**src/shared/scg_pkg.sv**
```systemverilog
// Constants shared by the system clock generator and its clock quality checker.
// Assumes one 200 MHz clock (aclk) with every slower clock carried as an enable pulse.
`default_nettype none
package scg_pkg;
  // Main clock (aclk) period in picoseconds.
  localparam int CLK_PERIOD_PS = 5000;
  // Oscillator is declared lost after this long without a rising edge.
  localparam int LOSS_TIME_NS  = 2000;
  localparam int LOSS_CYCLES   = (LOSS_TIME_NS * 1000 + CLK_PERIOD_PS - 1) / CLK_PERIOD_PS;
  // Oscillator periods shorter than this cannot be sampled cleanly.
  localparam int MIN_PERIOD_CYCLES = 4;

  localparam int MULT_W   = 6;
  localparam int REFDIV_W = 4;
  localparam int PERIOD_W = 16;

  localparam logic [11:0] ADDR_MULT   = 12'h000;
  localparam logic [11:0] ADDR_REFDIV = 12'h004;
  localparam logic [11:0] ADDR_CTRL   = 12'h008;
  localparam logic [11:0] ADDR_STATUS = 12'h00c;
  localparam logic [11:0] ADDR_PERIOD = 12'h010;

  localparam int CTRL_SYNTH_SEL = 0;
  localparam int CTRL_SYNTH_ON  = 1;
  localparam int ST_ACTIVE_SRC  = 0;
  localparam int ST_MON_LOSS    = 1;
  localparam int ST_Q_LOST      = 2;
  localparam int ST_Q_UNUSABLE  = 3;
  localparam int ST_OSC_TYPE    = 4;
  localparam int ST_PENDING     = 5;

  localparam logic [5:0] MULT_RST      = 6'h00;
  localparam logic [3:0] REFDIV_RST    = 4'h0;
  localparam logic       SYNTH_SEL_RST = 1'h0;
  localparam logic       SYNTH_ON_RST  = 1'h0;

  localparam logic [1:0] RESP_OKAY   = 2'h0;
  localparam logic [1:0] RESP_SLVERR = 2'h2;

  typedef enum logic [2:0] {
    SW_RUN   = 3'h1,
    SW_ALIGN = 3'h2,
    SW_SPARE = 3'h4
  } scg_sw_state_t;
endpackage : scg_pkg
`default_nettype wire

```
**src/logic/scg_quality_checker.sv**
```systemverilog
// Clock quality checker: measures the raw oscillator period and flags loss or misuse.
// Assumes osc_edge is a one-cycle pulse at each rising edge of the oscillator.
`default_nettype none
module scg_quality_checker #(
  parameter int PERIOD_W = scg_pkg::PERIOD_W
) (
  input  wire logic                aclk,
  input  wire logic                aresetn,
  input  wire logic                osc_edge,
  output var  logic [PERIOD_W-1:0] period,
  output var  logic                lost,
  output var  logic                unusable
);
  localparam logic [PERIOD_W-1:0] LOSS_CNT = PERIOD_W'(scg_pkg::LOSS_CYCLES);
  localparam logic [PERIOD_W-1:0] MIN_CNT  = PERIOD_W'(scg_pkg::MIN_PERIOD_CYCLES);

  logic [PERIOD_W-1:0] cnt;
  logic [PERIOD_W-1:0] next_cnt;
  logic [PERIOD_W-1:0] next_period;
  logic                next_lost;
  logic                next_unusable;
  logic [PERIOD_W-1:0] cnt_inc;

  always_comb begin
    cnt_inc       = (cnt == '1) ? cnt : cnt + PERIOD_W'(1);
    next_cnt      = cnt_inc;
    next_period   = period;
    next_unusable = unusable;
    next_lost     = lost;
    if (osc_edge) begin
      next_cnt      = '0;
      next_period   = cnt_inc;
      next_unusable = (cnt_inc < MIN_CNT);
      next_lost     = 1'b0;
    end else if (cnt_inc >= LOSS_CNT) begin
      next_lost   = 1'b1;
      next_period = '0;
    end
  end

  always_ff @(posedge aclk) begin
    if (!aresetn) begin
      cnt      <= '0;
      period   <= '0;
      lost     <= 1'b1;
      unusable <= 1'b0;
    end else begin
      cnt      <= next_cnt;
      period   <= next_period;
      lost     <= next_lost;
      unusable <= next_unusable;
    end
  end
endmodule // scg_quality_checker
`default_nettype wire

```
**src/logic/scg_system_clock_gen.sv**
```systemverilog
// System clock generator: source switch, synthesizer model, core, bus and oscillator ticks.
// Assumes raw_osc_clock is synchronous to aclk and that AXI4-Lite masters follow the protocol.
//
// Summary of operation
// - Bus tick on every second core tick.
// - Core ticks follow oscillator or synthesizer source.
// - Oscillator tick mirrors raw oscillator edges.
// - Monitor loss input is recorded as asserted.
// - Source switch changes only by software write.
// - Quality checker flags lost or unusable oscillator.
// - Synthesizer tick rate follows oscillator and settings.
// - Oscillator type strap sets oscillator mode.
// - Select bit set picks synthesizer, else oscillator.
// - Multiplication is two times (value plus one).
// - Reference divider divides by value plus one.
//
// Implementation choices: the register addresses and the AXI4-Lite interface to the registers.
`default_nettype none
module scg_system_clock_gen #(
  parameter int MULT_W   = scg_pkg::MULT_W,
  parameter int REFDIV_W = scg_pkg::REFDIV_W,
  parameter int PERIOD_W = scg_pkg::PERIOD_W
) (
  input  wire logic        aclk,
  input  wire logic        aresetn,
  input  wire logic [11:0] s_axi_awaddr,
  input  wire logic        s_axi_awvalid,
  output var  logic        s_axi_awready,
  input  wire logic [31:0] s_axi_wdata,
  input  wire logic [3:0]  s_axi_wstrb,
  input  wire logic        s_axi_wvalid,
  output var  logic        s_axi_wready,
  output var  logic [1:0]  s_axi_bresp,
  output var  logic        s_axi_bvalid,
  input  wire logic        s_axi_bready,
  input  wire logic [11:0] s_axi_araddr,
  input  wire logic        s_axi_arvalid,
  output var  logic        s_axi_arready,
  output var  logic [31:0] s_axi_rdata,
  output var  logic [1:0]  s_axi_rresp,
  output var  logic        s_axi_rvalid,
  input  wire logic        s_axi_rready,
  input  wire logic        raw_osc_clock,
  input  wire logic        monitor_loss_flag,
  input  wire logic        osc_type_select,
  output var  logic        osc_mode_pierce,
  output var  logic        osc_tick,
  output var  logic        synth_tick,
  output var  logic        core_tick,
  output var  logic        bus_tick
);
  localparam int ACC_W = PERIOD_W + REFDIV_W + 1;

  // Register bank and bus handshake state.
  logic [MULT_W-1:0]   multiplier_value, next_multiplier_value;
  logic [REFDIV_W-1:0] ref_divider_value, next_ref_divider_value;
  logic                synth_select, next_synth_select;
  logic                synth_on, next_synth_on;
  logic                loss_seen, next_loss_seen;
  logic                aw_got, next_aw_got, w_got, next_w_got;
  logic [11:0]         aw_addr, next_aw_addr;
  logic [31:0]         w_data, next_w_data;
  logic [3:0]          w_strb, next_w_strb;
  logic                next_awready, next_wready, next_bvalid, next_arready, next_rvalid;
  logic [1:0]          next_bresp, next_rresp;
  logic [31:0]         next_rdata, rd_val, status_word;
  logic                wr_fire, rd_ok;

  // Clock path state.
  logic                osc_q, osc_seen, osc_edge;
  logic [ACC_W-1:0]    acc, next_acc, step, limit;
  logic [ACC_W:0]      acc_sum, acc_rem;
  logic                synth_fire, src_tick, active_src, next_active_src;
  logic                bus_phase, next_bus_phase, next_core_tick, next_bus_tick;
  logic                strap_done, next_strap_done, next_osc_mode_pierce;
  logic                core_since_bus, next_core_since_bus;
  scg_pkg::scg_sw_state_t sw_state, next_sw_state;
  logic [PERIOD_W-1:0] osc_period;
  logic                q_lost, q_unusable;

  scg_quality_checker #(.PERIOD_W(PERIOD_W)) u_checker (
    .aclk     (aclk),
    .aresetn  (aresetn),
    .osc_edge (osc_edge),
    .period   (osc_period),
    .lost     (q_lost),
    .unusable (q_unusable)
  );

  always_comb begin
    status_word = '0;
    status_word[scg_pkg::ST_ACTIVE_SRC] = active_src;
    status_word[scg_pkg::ST_MON_LOSS]   = loss_seen;
    status_word[scg_pkg::ST_Q_LOST]     = q_lost;
    status_word[scg_pkg::ST_Q_UNUSABLE] = q_unusable;
    status_word[scg_pkg::ST_OSC_TYPE]   = osc_mode_pierce;
    status_word[scg_pkg::ST_PENDING]    = (synth_select != active_src) ||
                                          (sw_state != scg_pkg::SW_RUN);
    rd_ok  = 1'b1;
    rd_val = '0;
    unique case (s_axi_araddr)
      scg_pkg::ADDR_MULT:   rd_val = 32'(multiplier_value);
      scg_pkg::ADDR_REFDIV: rd_val = 32'(ref_divider_value);
      scg_pkg::ADDR_CTRL:   rd_val = 32'({synth_on, synth_select});
      scg_pkg::ADDR_STATUS: rd_val = status_word;
      scg_pkg::ADDR_PERIOD: rd_val = 32'(osc_period);
      default:              rd_ok  = 1'b0;
    endcase
  end

  always_comb begin
    next_aw_got = aw_got || (s_axi_awvalid && s_axi_awready);
    next_w_got  = w_got || (s_axi_wvalid && s_axi_wready);
    next_aw_addr = (s_axi_awvalid && s_axi_awready) ? s_axi_awaddr : aw_addr;
    next_w_data  = (s_axi_wvalid && s_axi_wready) ? s_axi_wdata : w_data;
    next_w_strb  = (s_axi_wvalid && s_axi_wready) ? s_axi_wstrb : w_strb;
    next_multiplier_value  = multiplier_value;
    next_ref_divider_value = ref_divider_value;
    next_synth_select = synth_select;
    next_synth_on     = synth_on;
    next_loss_seen    = loss_seen;
    next_bvalid = s_axi_bvalid && !s_axi_bready;
    next_bresp  = s_axi_bresp;
    wr_fire = aw_got && w_got && !s_axi_bvalid;
    if (wr_fire) begin
      next_aw_got = 1'b0;
      next_w_got  = 1'b0;
      next_bvalid = 1'b1;
      next_bresp  = scg_pkg::RESP_OKAY;
      if (w_strb[0]) begin
        unique case (aw_addr)
          scg_pkg::ADDR_MULT:   next_multiplier_value  = w_data[MULT_W-1:0];
          scg_pkg::ADDR_REFDIV: next_ref_divider_value = w_data[REFDIV_W-1:0];
          scg_pkg::ADDR_CTRL: begin
            next_synth_select = w_data[scg_pkg::CTRL_SYNTH_SEL];
            next_synth_on     = w_data[scg_pkg::CTRL_SYNTH_ON];
          end
          scg_pkg::ADDR_STATUS: begin
            if (w_data[scg_pkg::ST_MON_LOSS]) begin
              next_loss_seen = 1'b0;
            end
          end
          scg_pkg::ADDR_PERIOD: next_bresp = scg_pkg::RESP_OKAY;
          default:              next_bresp = scg_pkg::RESP_SLVERR;
        endcase
      end else if (aw_addr != scg_pkg::ADDR_MULT && aw_addr != scg_pkg::ADDR_REFDIV &&
                   aw_addr != scg_pkg::ADDR_CTRL && aw_addr != scg_pkg::ADDR_STATUS &&
                   aw_addr != scg_pkg::ADDR_PERIOD) begin
        next_bresp = scg_pkg::RESP_SLVERR;
      end
    end
    // A loss arriving with the clearing write stays recorded.
    if (monitor_loss_flag) begin
      next_loss_seen = 1'b1;
    end
    next_awready = !next_aw_got && !next_bvalid;
    next_wready  = !next_w_got && !next_bvalid;
    next_rvalid  = s_axi_rvalid && !s_axi_rready;
    next_rdata   = s_axi_rdata;
    next_rresp   = s_axi_rresp;
    if (s_axi_arvalid && s_axi_arready) begin
      next_rvalid = 1'b1;
      next_rdata  = rd_val;
      next_rresp  = rd_ok ? scg_pkg::RESP_OKAY : scg_pkg::RESP_SLVERR;
    end
    next_arready = !next_rvalid;
  end

  always_ff @(posedge aclk) begin
    if (!aresetn) begin
      multiplier_value  <= scg_pkg::MULT_RST;
      ref_divider_value <= scg_pkg::REFDIV_RST;
      synth_select      <= scg_pkg::SYNTH_SEL_RST;
      synth_on          <= scg_pkg::SYNTH_ON_RST;
      loss_seen         <= 1'b0;
      aw_got            <= 1'b0;
      w_got             <= 1'b0;
      aw_addr           <= '0;
      w_data            <= '0;
      w_strb            <= '0;
      s_axi_awready     <= 1'b0;
      s_axi_wready      <= 1'b0;
      s_axi_bvalid      <= 1'b0;
      s_axi_bresp       <= scg_pkg::RESP_OKAY;
      s_axi_arready     <= 1'b0;
      s_axi_rvalid      <= 1'b0;
      s_axi_rdata       <= '0;
      s_axi_rresp       <= scg_pkg::RESP_OKAY;
    end else begin
      multiplier_value  <= next_multiplier_value;
      ref_divider_value <= next_ref_divider_value;
      synth_select      <= next_synth_select;
      synth_on          <= next_synth_on;
      loss_seen         <= next_loss_seen;
      aw_got            <= next_aw_got;
      w_got             <= next_w_got;
      aw_addr           <= next_aw_addr;
      w_data            <= next_w_data;
      w_strb            <= next_w_strb;
      s_axi_awready     <= next_awready;
      s_axi_wready      <= next_wready;
      s_axi_bvalid      <= next_bvalid;
      s_axi_bresp       <= next_bresp;
      s_axi_arready     <= next_arready;
      s_axi_rvalid      <= next_rvalid;
      s_axi_rdata       <= next_rdata;
      s_axi_rresp       <= next_rresp;
    end
  end

  // The synthesizer is modelled as a rate accumulator, so it tops out at one tick per aclk.
  always_comb begin
    // The first sample after reset only primes the detector, so a high pin is no false edge.
    osc_edge   = raw_osc_clock && !osc_q && osc_seen;
    step       = (ACC_W'(multiplier_value) + ACC_W'(1)) << 1;
    limit      = ACC_W'(osc_period) * (ACC_W'(ref_divider_value) + ACC_W'(1));
    acc_sum    = {1'b0, acc} + {1'b0, step};
    acc_rem    = acc_sum - {1'b0, limit};
    synth_fire = synth_on && !q_lost && (osc_period != '0) && (acc_sum >= {1'b0, limit});
    if (!synth_on || q_lost) begin
      next_acc = '0;
    end else if (synth_fire) begin
      next_acc = (acc_rem >= {1'b0, limit}) ? limit - ACC_W'(1) : acc_rem[ACC_W-1:0];
    end else begin
      next_acc = acc_sum[ACC_W-1:0];
    end
    src_tick = active_src ? synth_fire : osc_edge;
    next_sw_state   = sw_state;
    next_active_src = active_src;
    next_bus_phase  = bus_phase;
    next_core_tick  = 1'b0;
    next_bus_tick   = 1'b0;
    unique case (sw_state)
      scg_pkg::SW_RUN: begin
        if (src_tick) begin
          next_core_tick = 1'b1;
          next_bus_tick  = bus_phase;
          next_bus_phase = !bus_phase;
          // Switch only at the end of a whole bus period, then realign on the new source.
          if (bus_phase && synth_select != active_src) begin
            next_active_src = synth_select;
            next_sw_state   = scg_pkg::SW_ALIGN;
          end
        end
      end
      scg_pkg::SW_ALIGN: begin
        if (src_tick) begin
          next_sw_state = scg_pkg::SW_RUN;
        end
      end
      default: next_sw_state = scg_pkg::SW_RUN;
    endcase
    // Counts the issued ticks, so it is set exactly when the next core tick is a second one.
    next_core_since_bus  = (core_since_bus ^ core_tick) && !bus_tick;
    next_strap_done      = 1'b1;
    next_osc_mode_pierce = strap_done ? osc_mode_pierce : osc_type_select;
  end

  always_ff @(posedge aclk) begin
    if (!aresetn) begin
      osc_q           <= 1'b0;
      osc_seen        <= 1'b0;
      acc             <= '0;
      sw_state        <= scg_pkg::SW_RUN;
      active_src      <= 1'b0;
      bus_phase       <= 1'b0;
      core_since_bus  <= 1'b0;
      strap_done      <= 1'b0;
      osc_mode_pierce <= 1'b1;
      osc_tick        <= 1'b0;
      synth_tick      <= 1'b0;
      core_tick       <= 1'b0;
      bus_tick        <= 1'b0;
    end else begin
      osc_q           <= raw_osc_clock;
      osc_seen        <= 1'b1;
      acc             <= next_acc;
      sw_state        <= next_sw_state;
      active_src      <= next_active_src;
      bus_phase       <= next_bus_phase;
      core_since_bus  <= next_core_since_bus;
      strap_done      <= next_strap_done;
      osc_mode_pierce <= next_osc_mode_pierce;
      osc_tick        <= osc_edge;
      synth_tick      <= synth_fire;
      core_tick       <= next_core_tick;
      bus_tick        <= next_bus_tick;
    end
  end
endmodule // scg_system_clock_gen
`default_nettype wire

```
**config.mk**
```make
export PLATFORM = sky130hd
export DESIGN_NAME = scg_system_clock_gen
export DESIGN_NICKNAME = d
export VERILOG_FILES = /design/src/shared/scg_pkg.sv /design/src/logic/scg_quality_checker.sv /design/src/logic/scg_system_clock_gen.sv
export SDC_FILE = /design/constraint.sdc
export NUM_CORES = 1
export LEC_CHECK = 0
export BUFFER_PORTS_ARGS = -buffer_cell sky130_fd_sc_hd__buf_2
export CORE_UTILIZATION = 60
export DETAILED_ROUTE_END_ITERATION = 6
export GPL_TIMING_DRIVEN = 0
export PLACE_DENSITY_LB_ADDON = 0.15
export SLEW_MARGIN = 0
export SYNTH_ARGS = -nofsm -noshare
export SYNTH_HDL_FRONTEND = slang
export SYNTH_SLANG_ARGS = --single-unit
export TNS_END_PERCENT = 30
```
**constraint.sdc**
```tcl
create_clock -name aclk -period 10.2 [get_ports aclk]
set_input_delay 2.55 -clock aclk [delete_from_list [all_inputs] [get_ports aclk]]
set_output_delay 2.55 -clock aclk [all_outputs]
set_load 0.05 [all_outputs]
```
# After elaboration in Yosys (flattened, before gate mapping)
# Index checks and enable logic that the tools add are counted.
op_classes:
  add_sub_neg: 6
  reduce_logical: 56
  muxes: 29
  multipliers: 1
  bitwise_logic: 1
  n_lt_le_gt_ge: 4
  eq_ne: 20
ops:
  columns: ["op", "count"]
  rows:
  - ["16-bit one-hot mux with 5 select lines", 1]
  - ["12-bit by 4-bit == test with 1-bit output (second input constant)", 4]
  - ["16-bit 2-to-1 mux", 3]
  - ["22-bit by 21-bit >= comparator with 1-bit output", 2]
  - ["21-bit 2-to-1 mux", 2]
  - ["12-bit by 3-bit == test with 1-bit output (second input constant)", 2]
  - ["12-bit by 5-bit == test with 1-bit output (second input constant)", 2]
  - ["12-bit zero test", 2]
  - ["12-bit by 4-bit inequality test with 1-bit output (second input constant)", 2]
  - ["21-bit by 8-bit adder with 22-bit output", 1]
  - ["22-bit by 21-bit subtractor with 22-bit output", 1]
  - ["16-bit by 5-bit multiplier with 21-bit output", 1]
  - ["21-bit by 1-bit subtractor with 21-bit output (second input constant)", 1]
  - ["1-bit logical AND", 19]
  - ["3-bit AND reduction", 6]
  - ["16-bit by 1-bit adder with 16-bit output (second input constant)", 1]
  - ["16-bit == test (second input constant)", 1]
  - ["16-bit by 9-bit >= comparator with 1-bit output (second input constant)", 1]
  - ["16-bit by 3-bit less-than comparator with 1-bit output (second input constant)", 1]
  - ["16-bit nonzero test", 1]
  - ["1-bit 2-to-1 mux", 15]
  - ["12-bit by 3-bit inequality test with 1-bit output (second input constant)", 1]
  - ["12-bit by 5-bit inequality test with 1-bit output (second input constant)", 1]
  - ["12-bit nonzero test", 1]
  - ["other kinds (18)", 45]
word_totals:
  word_cells: 150
  reg_bits: 142
  inputBits: 70

# Depth between registers and ports, before layout
# Gate-level depths: netlist (run 1).
logic_depth:
  depth_word: 7
  mapped_depth: 37
  mapped_depth_nobuf: 33

# Hierarchy
# A second synthesis (run 1) with hierarchy kept.
unflattened:
  hier_cells: 1286
  hier_area_um2: 10757.8
by_module_without_submodules:
  columns: ["module", "seq_area_each_um2", "area_per_inst_um2", "n_inst", "cells_per_inst"]
  rows:
  - ["scg_system_clock_gen", 1781.7, 9062.4, 1, 1106]
  - ["scg_quality_checker", 680.7, 1695.4, 1, 180]

# Worst setup path after synthesis (run 1)
# OpenSTA, ideal clock, no wires.
synth_timing:
  path_kind: "register to register"
  from: "register ref_divider_value[0]"
  to: "register acc[14]"
  setup_ps: 141
  arrival_time_ps: 8280
  stages_incl_launch_ff: 37
  t_required_ps: 10059
  slack_ps: 1779
  cell_sequence: "dfxtp_1 > clkbuf_1 > nand3_1 > xor2_1 > clkbuf_1 > nor2b_1 > fa_1 > fa_1 > inv_1 > fa_1 > inv_1 > ha_1 > o211ai_1 > o21ai_0 > xor2_1 > inv_1 > ha_1 > nand2_1 > o21ai_0 > or3_1 > o22ai_1 > o221ai_2 > a31oi_1 > a2111oi_4 > nor3_2 > maj3_1 > a21oi_1 > xor2_1 > ha_1 > a21o_1 > a21o_1 > a2111oi_4 > and2_1 > buf_4 > buf_6 > mux2i_1 > o22ai_1"
synth_via:
  elab_chain_cells: 6
  word_cells_on_any_way: 9
  classes_between: "add/sub (3); mul (1); order compare (2); mux (2); reduce/logical (1)"
synth_rtl:
  columns: ["element", "line", "source"]
  rows:
  - ["start, declared", "scg_system_clock_gen.sv:56", "logic [REFDIV_W-1:0] ref_divider_value, next_ref_divider_value;"]
  - ["start signal, assigned", "scg_system_clock_gen.sv:172", "ref_divider_value <= scg_pkg::REFDIV_RST;"]
  - ["start signal, assigned", "scg_system_clock_gen.sv:191", "ref_divider_value <= next_ref_divider_value;"]
  - ["4-bit by 1-bit adder with 5-bit output (*)", "scg_system_clock_gen.sv:216", "limit = ACC_W'(osc_period) * (ACC_W'(ref_divider_value) + ACC_W'(1));"]
  - ["16-bit by 5-bit multiplier with 21-bit output (*)", "scg_system_clock_gen.sv:216", null]
  - ["22-bit by 21-bit subtractor with 22-bit output", "scg_system_clock_gen.sv:218", "acc_rem = acc_sum - {1'b0, limit};"]
  - ["22-bit by 21-bit >= comparator with 1-bit output", "scg_system_clock_gen.sv:223", "next_acc = (acc_rem >= {1'b0, limit}) ? limit - ACC_W'(1) : acc_rem[ACC_W-1:0];"]
  - ["21-bit 2-to-1 mux", "scg_system_clock_gen.sv:223", null]
  - ["21-bit 2-to-1 mux (*)", "scg_system_clock_gen.sv:222", "end else if (synth_fire) begin"]
  - ["end signal, assigned", "scg_system_clock_gen.sv:277", "acc <= next_acc;"]
  - ["end, declared", "scg_system_clock_gen.sv:71", "logic [ACC_W-1:0] acc, next_acc, step, limit;"]
# Every way passes the cells marked *; elsewhere a longest branch is shown, timed or not.
# A chain may end at the register's enable or synchronous reset.

# Final worst setup path (run 1)
layout_timing:
  from: "register ref_divider_value[1]"
  to: "register acc[15]"
# Same word-level chain as after synthesis.

==> results.yml, run 1 <==
final_layout:
  finish.net_count: 1500
  area_growth_pct: 12.77
  diodes: 0
  final_cell_count_no_fill: 1547
  drive_above_1_share_pct: 11.98
critical_path:
  critical-path-slowest-cell: "a2111oi_4"
  worst-endpoint-required_ns: 10.49
  critPathCaptureType: "flop"
  timing.critical_path.slowest_cell_delay_ns: 0.67
  critPathMostFrequentCell: "ha_1"
  reg2reg_from: "ref_divider_value[1]$_SDFFE_PN0P_"
  timing.reg2reg.setup_slack_ns: 0.49
  critical_path_arrival_ns: 10.00
  worstPathBufferInverterCount: 6
  critical_path_class: "flop to flop"
  cp-startpoint: "ref_divider_value[1]$_SDFFE_PN0P_"
  worstSetupStartpointType: "flop"
  r2r_end: "acc[15]$_SDFF_PP0_"
  cp.depth: 35
  worst-r2r-cell-count: 35
  critical_path.max_fanout: 10
  critical_path.top_delay_family: "adder cells"
  timing.critical_path.to: "acc[15]$_SDFF_PP0_"
clock_network:
  cts_post_setup_buffers_inserted: 0
  number_of_h_tree_branching_levels: 4
  clock_insertion_delay_worst_skew_ns: 0.43
  path_clk_slew_ns: 0.06
  cts_tree: "built"
  numCtsBuffers: 17
  numClockSinks: 123
  clockRootBuffer: "clkbuf_16"
  number_of_buffers_on_the_longest_clock_path: 2
sta:
  tns_ns: 0
  final_period_minus_worst_setup_slack_ns: 9.707
  relSlewSlack_pct: 20.38
  achievable-frequency_ghz: 0.1030
  timing.clock.skew_ns: 0.008180
  final.period_utilization_pct: 95.16
  timing_hold_violations_final: 0
  finalSetupViolations: 0
  whs_ns: 0.4562
  final-max-slew-violation-count: 0
  grt_setup_unrepaired: "no"
  worstMarginPinSlew_ns: 1.178
logic_synthesis:
  synth_top_family_by_area: "simple AND/OR/NAND/NOR gates"
  ys_seq_area_share_pct: 24.06
  synth_adder_area_share_pct: 17.80
  synthMostInstantiatedCell: "dfxtp_1"
  synth_top_area_cells: "dfxtp_1, ha_1, fa_1"
  synth_simple_gate_area_share_pct: 22.74
  post_synth_num_cell_types: 90
  synthXorXnorAreaFrac_pct: 8.251
  synth_async_sr_flop_share_pct: 0
  netlist.top_cell.by_area: "dfxtp_1"
  synth-main-ff-cell: "dfxtp_1"
  fraction_of_synthesized_area_in_multiplexers_pct: 3.374
  synth_edf_count: 0
  top_cells_by_count_synth: "dfxtp_1, nand2_1, a21oi_1, nor2_1, ha_1"
  syn_area_um2: 10240
  synth_warnings: 0
  synth_compound_gate_area_share_pct: 18.23
  synth.avg_cell_area_um2: 8.446
  synthDominantCellAreaShare_pct: 24.06
  netlist_instances: 1212
  synth-seq-cells: 123
drt:
  num_vias: 9026
  drtIter0Drc: 505
  drc: 0
  viasPerCell: 5.835
  wl_per_cell_um: 16.21
  routed_wirelength_mm: 25.08
  dr.pass1.iters: 5
  postRouteAntennaNets: 0
floorplan:
  num_ports: 116
  die_h_um: 132.6
  initial_utilization_pct: 61.51
  core_region_area_um2: 16640
  rows: 47
  die_width_um: 132.6
  design.die.area_um2: 17590
min_path:
  hp-class: "flop to flop"
  hold_depth: 2
grt:
  pin_count_of_the_biggest_net_entering_global_routing: 17
  global_route_wire_length_before_repair_mm: 41.30
  grtUsageTotal_pct: 29.13
  remaining_global_route_overflow: 0
  first_global_vias: 8542
  antenna_found_initial: 0
pwr:
  leakage_power_figure_nw: 5.176
  power-per-cell-area_nw_per_um2: 119.9
  max-vdd-ir-drop_mv: 0.1158
placed_design:
  final_weighted_congestion_of_routability_driven_global_placement: 0.9077
  numPlacedInstances: 1515
  io_buffer_count: 66
  place.detailed.hpwl_mm: 19.45
run:
  maxCapViolCount: 0
run_status:
  status: "finished clean"
-- repair_timing --
action,CTS,global route
setup endpoints to repair,0,21
gates resized for setup,0,5
hold buffers,0,0
-- worst min-delay path by stage --
stage	start	to	slack, ns
finish	aw_addr[0]$_SDFFE_PN0P_	aw_addr[0]$_SDFFE_PN0P_	0.46
global route	s_axi_rdata[10]$_SDFFE_PN0P_	s_axi_rdata[10]$_SDFFE_PN0P_	0.47
CTS	s_axi_rdata[6]$_SDFFE_PN0P_	s_axi_rdata[6]$_SDFFE_PN0P_	0.46
detailed placement	s_axi_rdata[12]$_SDFFE_PN0P_	s_axi_rdata[12]$_SDFFE_PN0P_	0.44
global placement	s_axi_rdata[15]$_SDFFE_PN0P_	s_axi_rdata[15]$_SDFFE_PN0P_	0.44
floorplan	aw_addr[11]$_SDFFE_PN0P_	aw_addr[11]$_SDFFE_PN0P_	0.44
-- cell families after synthesis --
logic type      Yosys count
simple gates            452
compound gates          268
buf+inv                 124
flops                   123
fa+ha+maj               120
xor+xnor                 90
mux                      34
other cells               1
-- area by class of cell --
type                            count  area [µm²]
Buffer                             57       316.6
Clock buffer                       17       425.4
Clock inverter                     15       202.7
Fill cell                        1382        5099
Inverter                           67       251.5
Multi-Input combinational cell    982        7279
Sequential cell                   123        2462
Tap cell                          220       275.3
Timing Repair Buffer               66       330.3
-- routing by layer --
layer	global-route usage, %	up-vias	part of all wire (%)
li1	-	4464	-
met5	0	-	0
met4	11.11	0	2.6
met2	49.42	287	47
met3	4.368	46	5.2
met1	37.35	4229	45
-- worst min-delay path: stages, from the launching register on --
cell	delay [ns]
dfxtp_1	0.31
nand2_1	0.05
a21oi_1	0.05
-- per-stage QoR --
stage                     worst slack [ns]  area (µm²)  power [mW]  utilization [%]
after global placement              0.2703       10910      0.7362            65.53
after CTS                           0.1300       11530       1.389            69.30
final                               0.4935       11540       1.385            69.36
after floorplan                      1.779       10300      0.6824                -
after detailed placement            0.1825       10910      0.7363            65.53
after global routing               0.07582       11540       1.435            69.36
-- flip-flops by register name, summed over array words and instances, names as in the netlist, 2 cells and up --
signal,cells
s_axi_rdata,16
u_checker.cnt,16
u_checker.period,16
ref_divider_value,4
acc,21
multiplier_value,6
aw_addr,12
sw_state,2
w_data,6
-- power by group --
part / leakage (nW) / switching [mW] / internal (mW) / total [mW]
combinational: 3.88 / 0.141 / 0.0920 / 0.233
clock: 0.303 / 0.258 / 0.395 / 0.653
sequential: 0.997 / 0.00796 / 0.491 / 0.498
total: 5.18 / 0.407 / 0.977 / 1.38
-- cells in the final DEF (no fill, tap or decap), types with 44 or more instances in the layout --
cell type / netlist / layout
and2_1: 50 / 50
fa_1: 44 / 44
xnor2_1: 52 / 52
dfxtp_1: 123 / 123
a21oi_1: 96 / 96
nand3_1: 49 / 49
nor2_1: 89 / 89
inv_1: 65 / 65
ha_1: 72 / 72
nand2_1: 106 / 106
buf_2: 2 / 68
(Power assumes the default switching activity.)
==> inputs of run 2 (changes only) <==
CORE_UTILIZATION = 30   (was 60)
==> run 2 against run 1 <==
Against the previous run:
- register-to-register slack improved by 0.19 ns
- critical endpoint unchanged
- critical path type unchanged
- core utilization fell by 34 points
- clock power rose by 4.4%
==> results.yml, run 2 (same netlist as run 1, synthesis figures left out) <==
critical_path:
  critical_path.top_delay_family: "adder cells"
  worst-endpoint-required_ns: 10.50
  critical_path_class: "flop to flop"
  critical_path.max_fanout: 10
  critPathCaptureType: "flop"
  worstPathBufferInverterCount: 7
  critical-path-slowest-cell: "fa_1"
  critical_path_arrival_ns: 9.81
  worstSetupStartpointType: "flop"
  timing.critical_path.slowest_cell_delay_ns: 0.55
drt:
  drc: 0
  num_vias: 8734
  met2_wirelength_mm: 13.12
  drtIter0Drc: 522
  dr.pass1.iters: 5
  viasPerCell: 4.918
  wl_per_cell_um: 16.19
  postRouteAntennaNets: 0
  highest-signal-layer: "met5"
  routed_wirelength_mm: 28.75
  met3RoutedLength_mm: 1.015
  m1WireLength_mm: 14.18
run_status:
  status: "finished clean"
sta:
  worstMarginPinSlew_ns: 1.188
  relSlewSlack_pct: 19.68
  whs_ns: 0.4577
  final_period_minus_worst_setup_slack_ns: 9.518
  final.period_utilization_pct: 93.31
  achievable-frequency_ghz: 0.1051
  timing.clock.skew_ns: 0.01836
  timing.final.ws_setup_ns: 0.6824
  final-max-slew-violation-count: 0
  tns_ns: 0
  timing_hold_violations_final: 0
  grt_setup_unrepaired: "no"
  finalSetupViolations: 0
grt:
  global_route_wire_length_before_repair_mm: 46.34
  remaining_global_route_overflow: 0
  grtUsageTotal_pct: 16.66
  first_global_vias: 8671
  pin_count_of_the_biggest_net_entering_global_routing: 17
  antenna_found_initial: 2
placed_design:
  place_ws_ns: -0.1264
  numPlacedInstances: 1743
  place.detailed.hpwl_mm: 22.74
  final_weighted_congestion_of_routability_driven_global_placement: 0.8083
  io_buffer_count: 66
  place_area_um2: 11190
pwr:
  max-vdd-ir-drop_mv: 0.09491
  power-per-cell-area_nw_per_um2: 119.6
  leakage_power_figure_nw: 5.181
floorplan:
  core_region_area_um2: 33530
  initial_utilization_pct: 30.53
  design.die.area_um2: 34860
  die_width_um: 186.7
  num_ports: 116
  die_h_um: 186.7
  rows: 67
final_layout:
  drive_above_1_share_pct: 11.90
  count_of_fill_cells_added_during_filler_insertion: 3550
  final_instance_area_um2: 11840
  finish.net_count: 1501
  final_cell_count_no_fill: 1776
  commonest_non_fill_non_tap_cell_in_the_layout: "dfxtp_1"
  flip_flop_count_of_the_largest_register_all_copies_and_words_added: 21
  largest_register: "acc"
  diodes: 0
  area_growth_pct: 15.71
  final_cell_mix: "dfxtp_1, nand2_1, a21oi_1, nor2_1, ha_1"
clock_network:
  number_of_h_tree_branching_levels: 4
  cts_tree: "built"
  clockRootBuffer: "clkbuf_16"
  numClockSinks: 123
  number_of_buffers_on_the_longest_clock_path: 2
  numCtsBuffers: 17
  clock_insertion_delay_worst_skew_ns: 0.43
  path_clk_slew_ns: 0.07
run:
  maxCapViolCount: 0
min_path:
  hp-class: "flop to flop"
[run 2: per-layer routing]
metal	vias to the layer above	track usage, %
li1	4444	-
met1	4089	22.38
met2	166	27.40
met3	31	2.896
met4	4	4.477
met5	-	0
[run 2: worst min-delay path, delay by kind of cell, from the launching register on]
kind / cells / cell delay (ns)
flip-flops: 1 / 0.31
AND/OR/NAND/NOR: 1 / 0.05
AO/OA/AOI/OAI: 1 / 0.05
[run 2: worst paths after layout]
path	depth (start not counted)	slack, ns	endpoint	startpoint
setup / recovery	36	0.68	acc[15]$_SDFF_PP0_	ref_divider_value[0]$_SDFFE_PN0P_
hold / removal	2	0.46	aw_addr[7]$_SDFFE_PN0P_	aw_addr[7]$_SDFFE_PN0P_
setup reg to reg	36	0.68	acc[15]$_SDFF_PP0_	ref_divider_value[0]$_SDFFE_PN0P_
hold reg to reg	2	0.46	aw_addr[7]$_SDFFE_PN0P_	aw_addr[7]$_SDFFE_PN0P_
[run 2: area by class of cell]
| type | count | area [µm²] | area share (%) |
|---|---|---|---|
| well taps | 448 | 560.5 | 4.733 |
| flip-flops and latches | 123 | 2462 | 20.79 |
| clock inverters | 14 | 207.7 | 1.754 |
| clock buffers | 18 | 429.2 | 3.623 |
| plain buffers | 57 | 315.3 | 2.662 |
| repair buffers | 67 | 337.8 | 2.852 |
| multi-input cells | 982 | 7279 | 61.46 |
| inverters | 67 | 251.5 | 2.123 |
[run 2: what timing repair did]
item / 4_1_cts / 5_1_grt
hold buffers: 0 / 0
pin swaps: 0 / 1
endpoints found under the setup margin: 14 / 21
resized for setup: 1 / 2
buffers inserted: 0 / 1
[run 2: through the flow]
stage	utilization (%)	total power, mW
2_1_floorplan	-	0.6824
3_3_place_gp	33.37	0.7476
3_5_place_dp	33.37	0.7437
4_1_cts	35.29	1.436
5_1_grt	35.32	1.482
6_report	35.32	1.417
[run 2: power by group]
part           internal, mW  switching [mW]
registers             0.490         0.00815
logic                0.0927           0.144
clock network         0.416           0.266
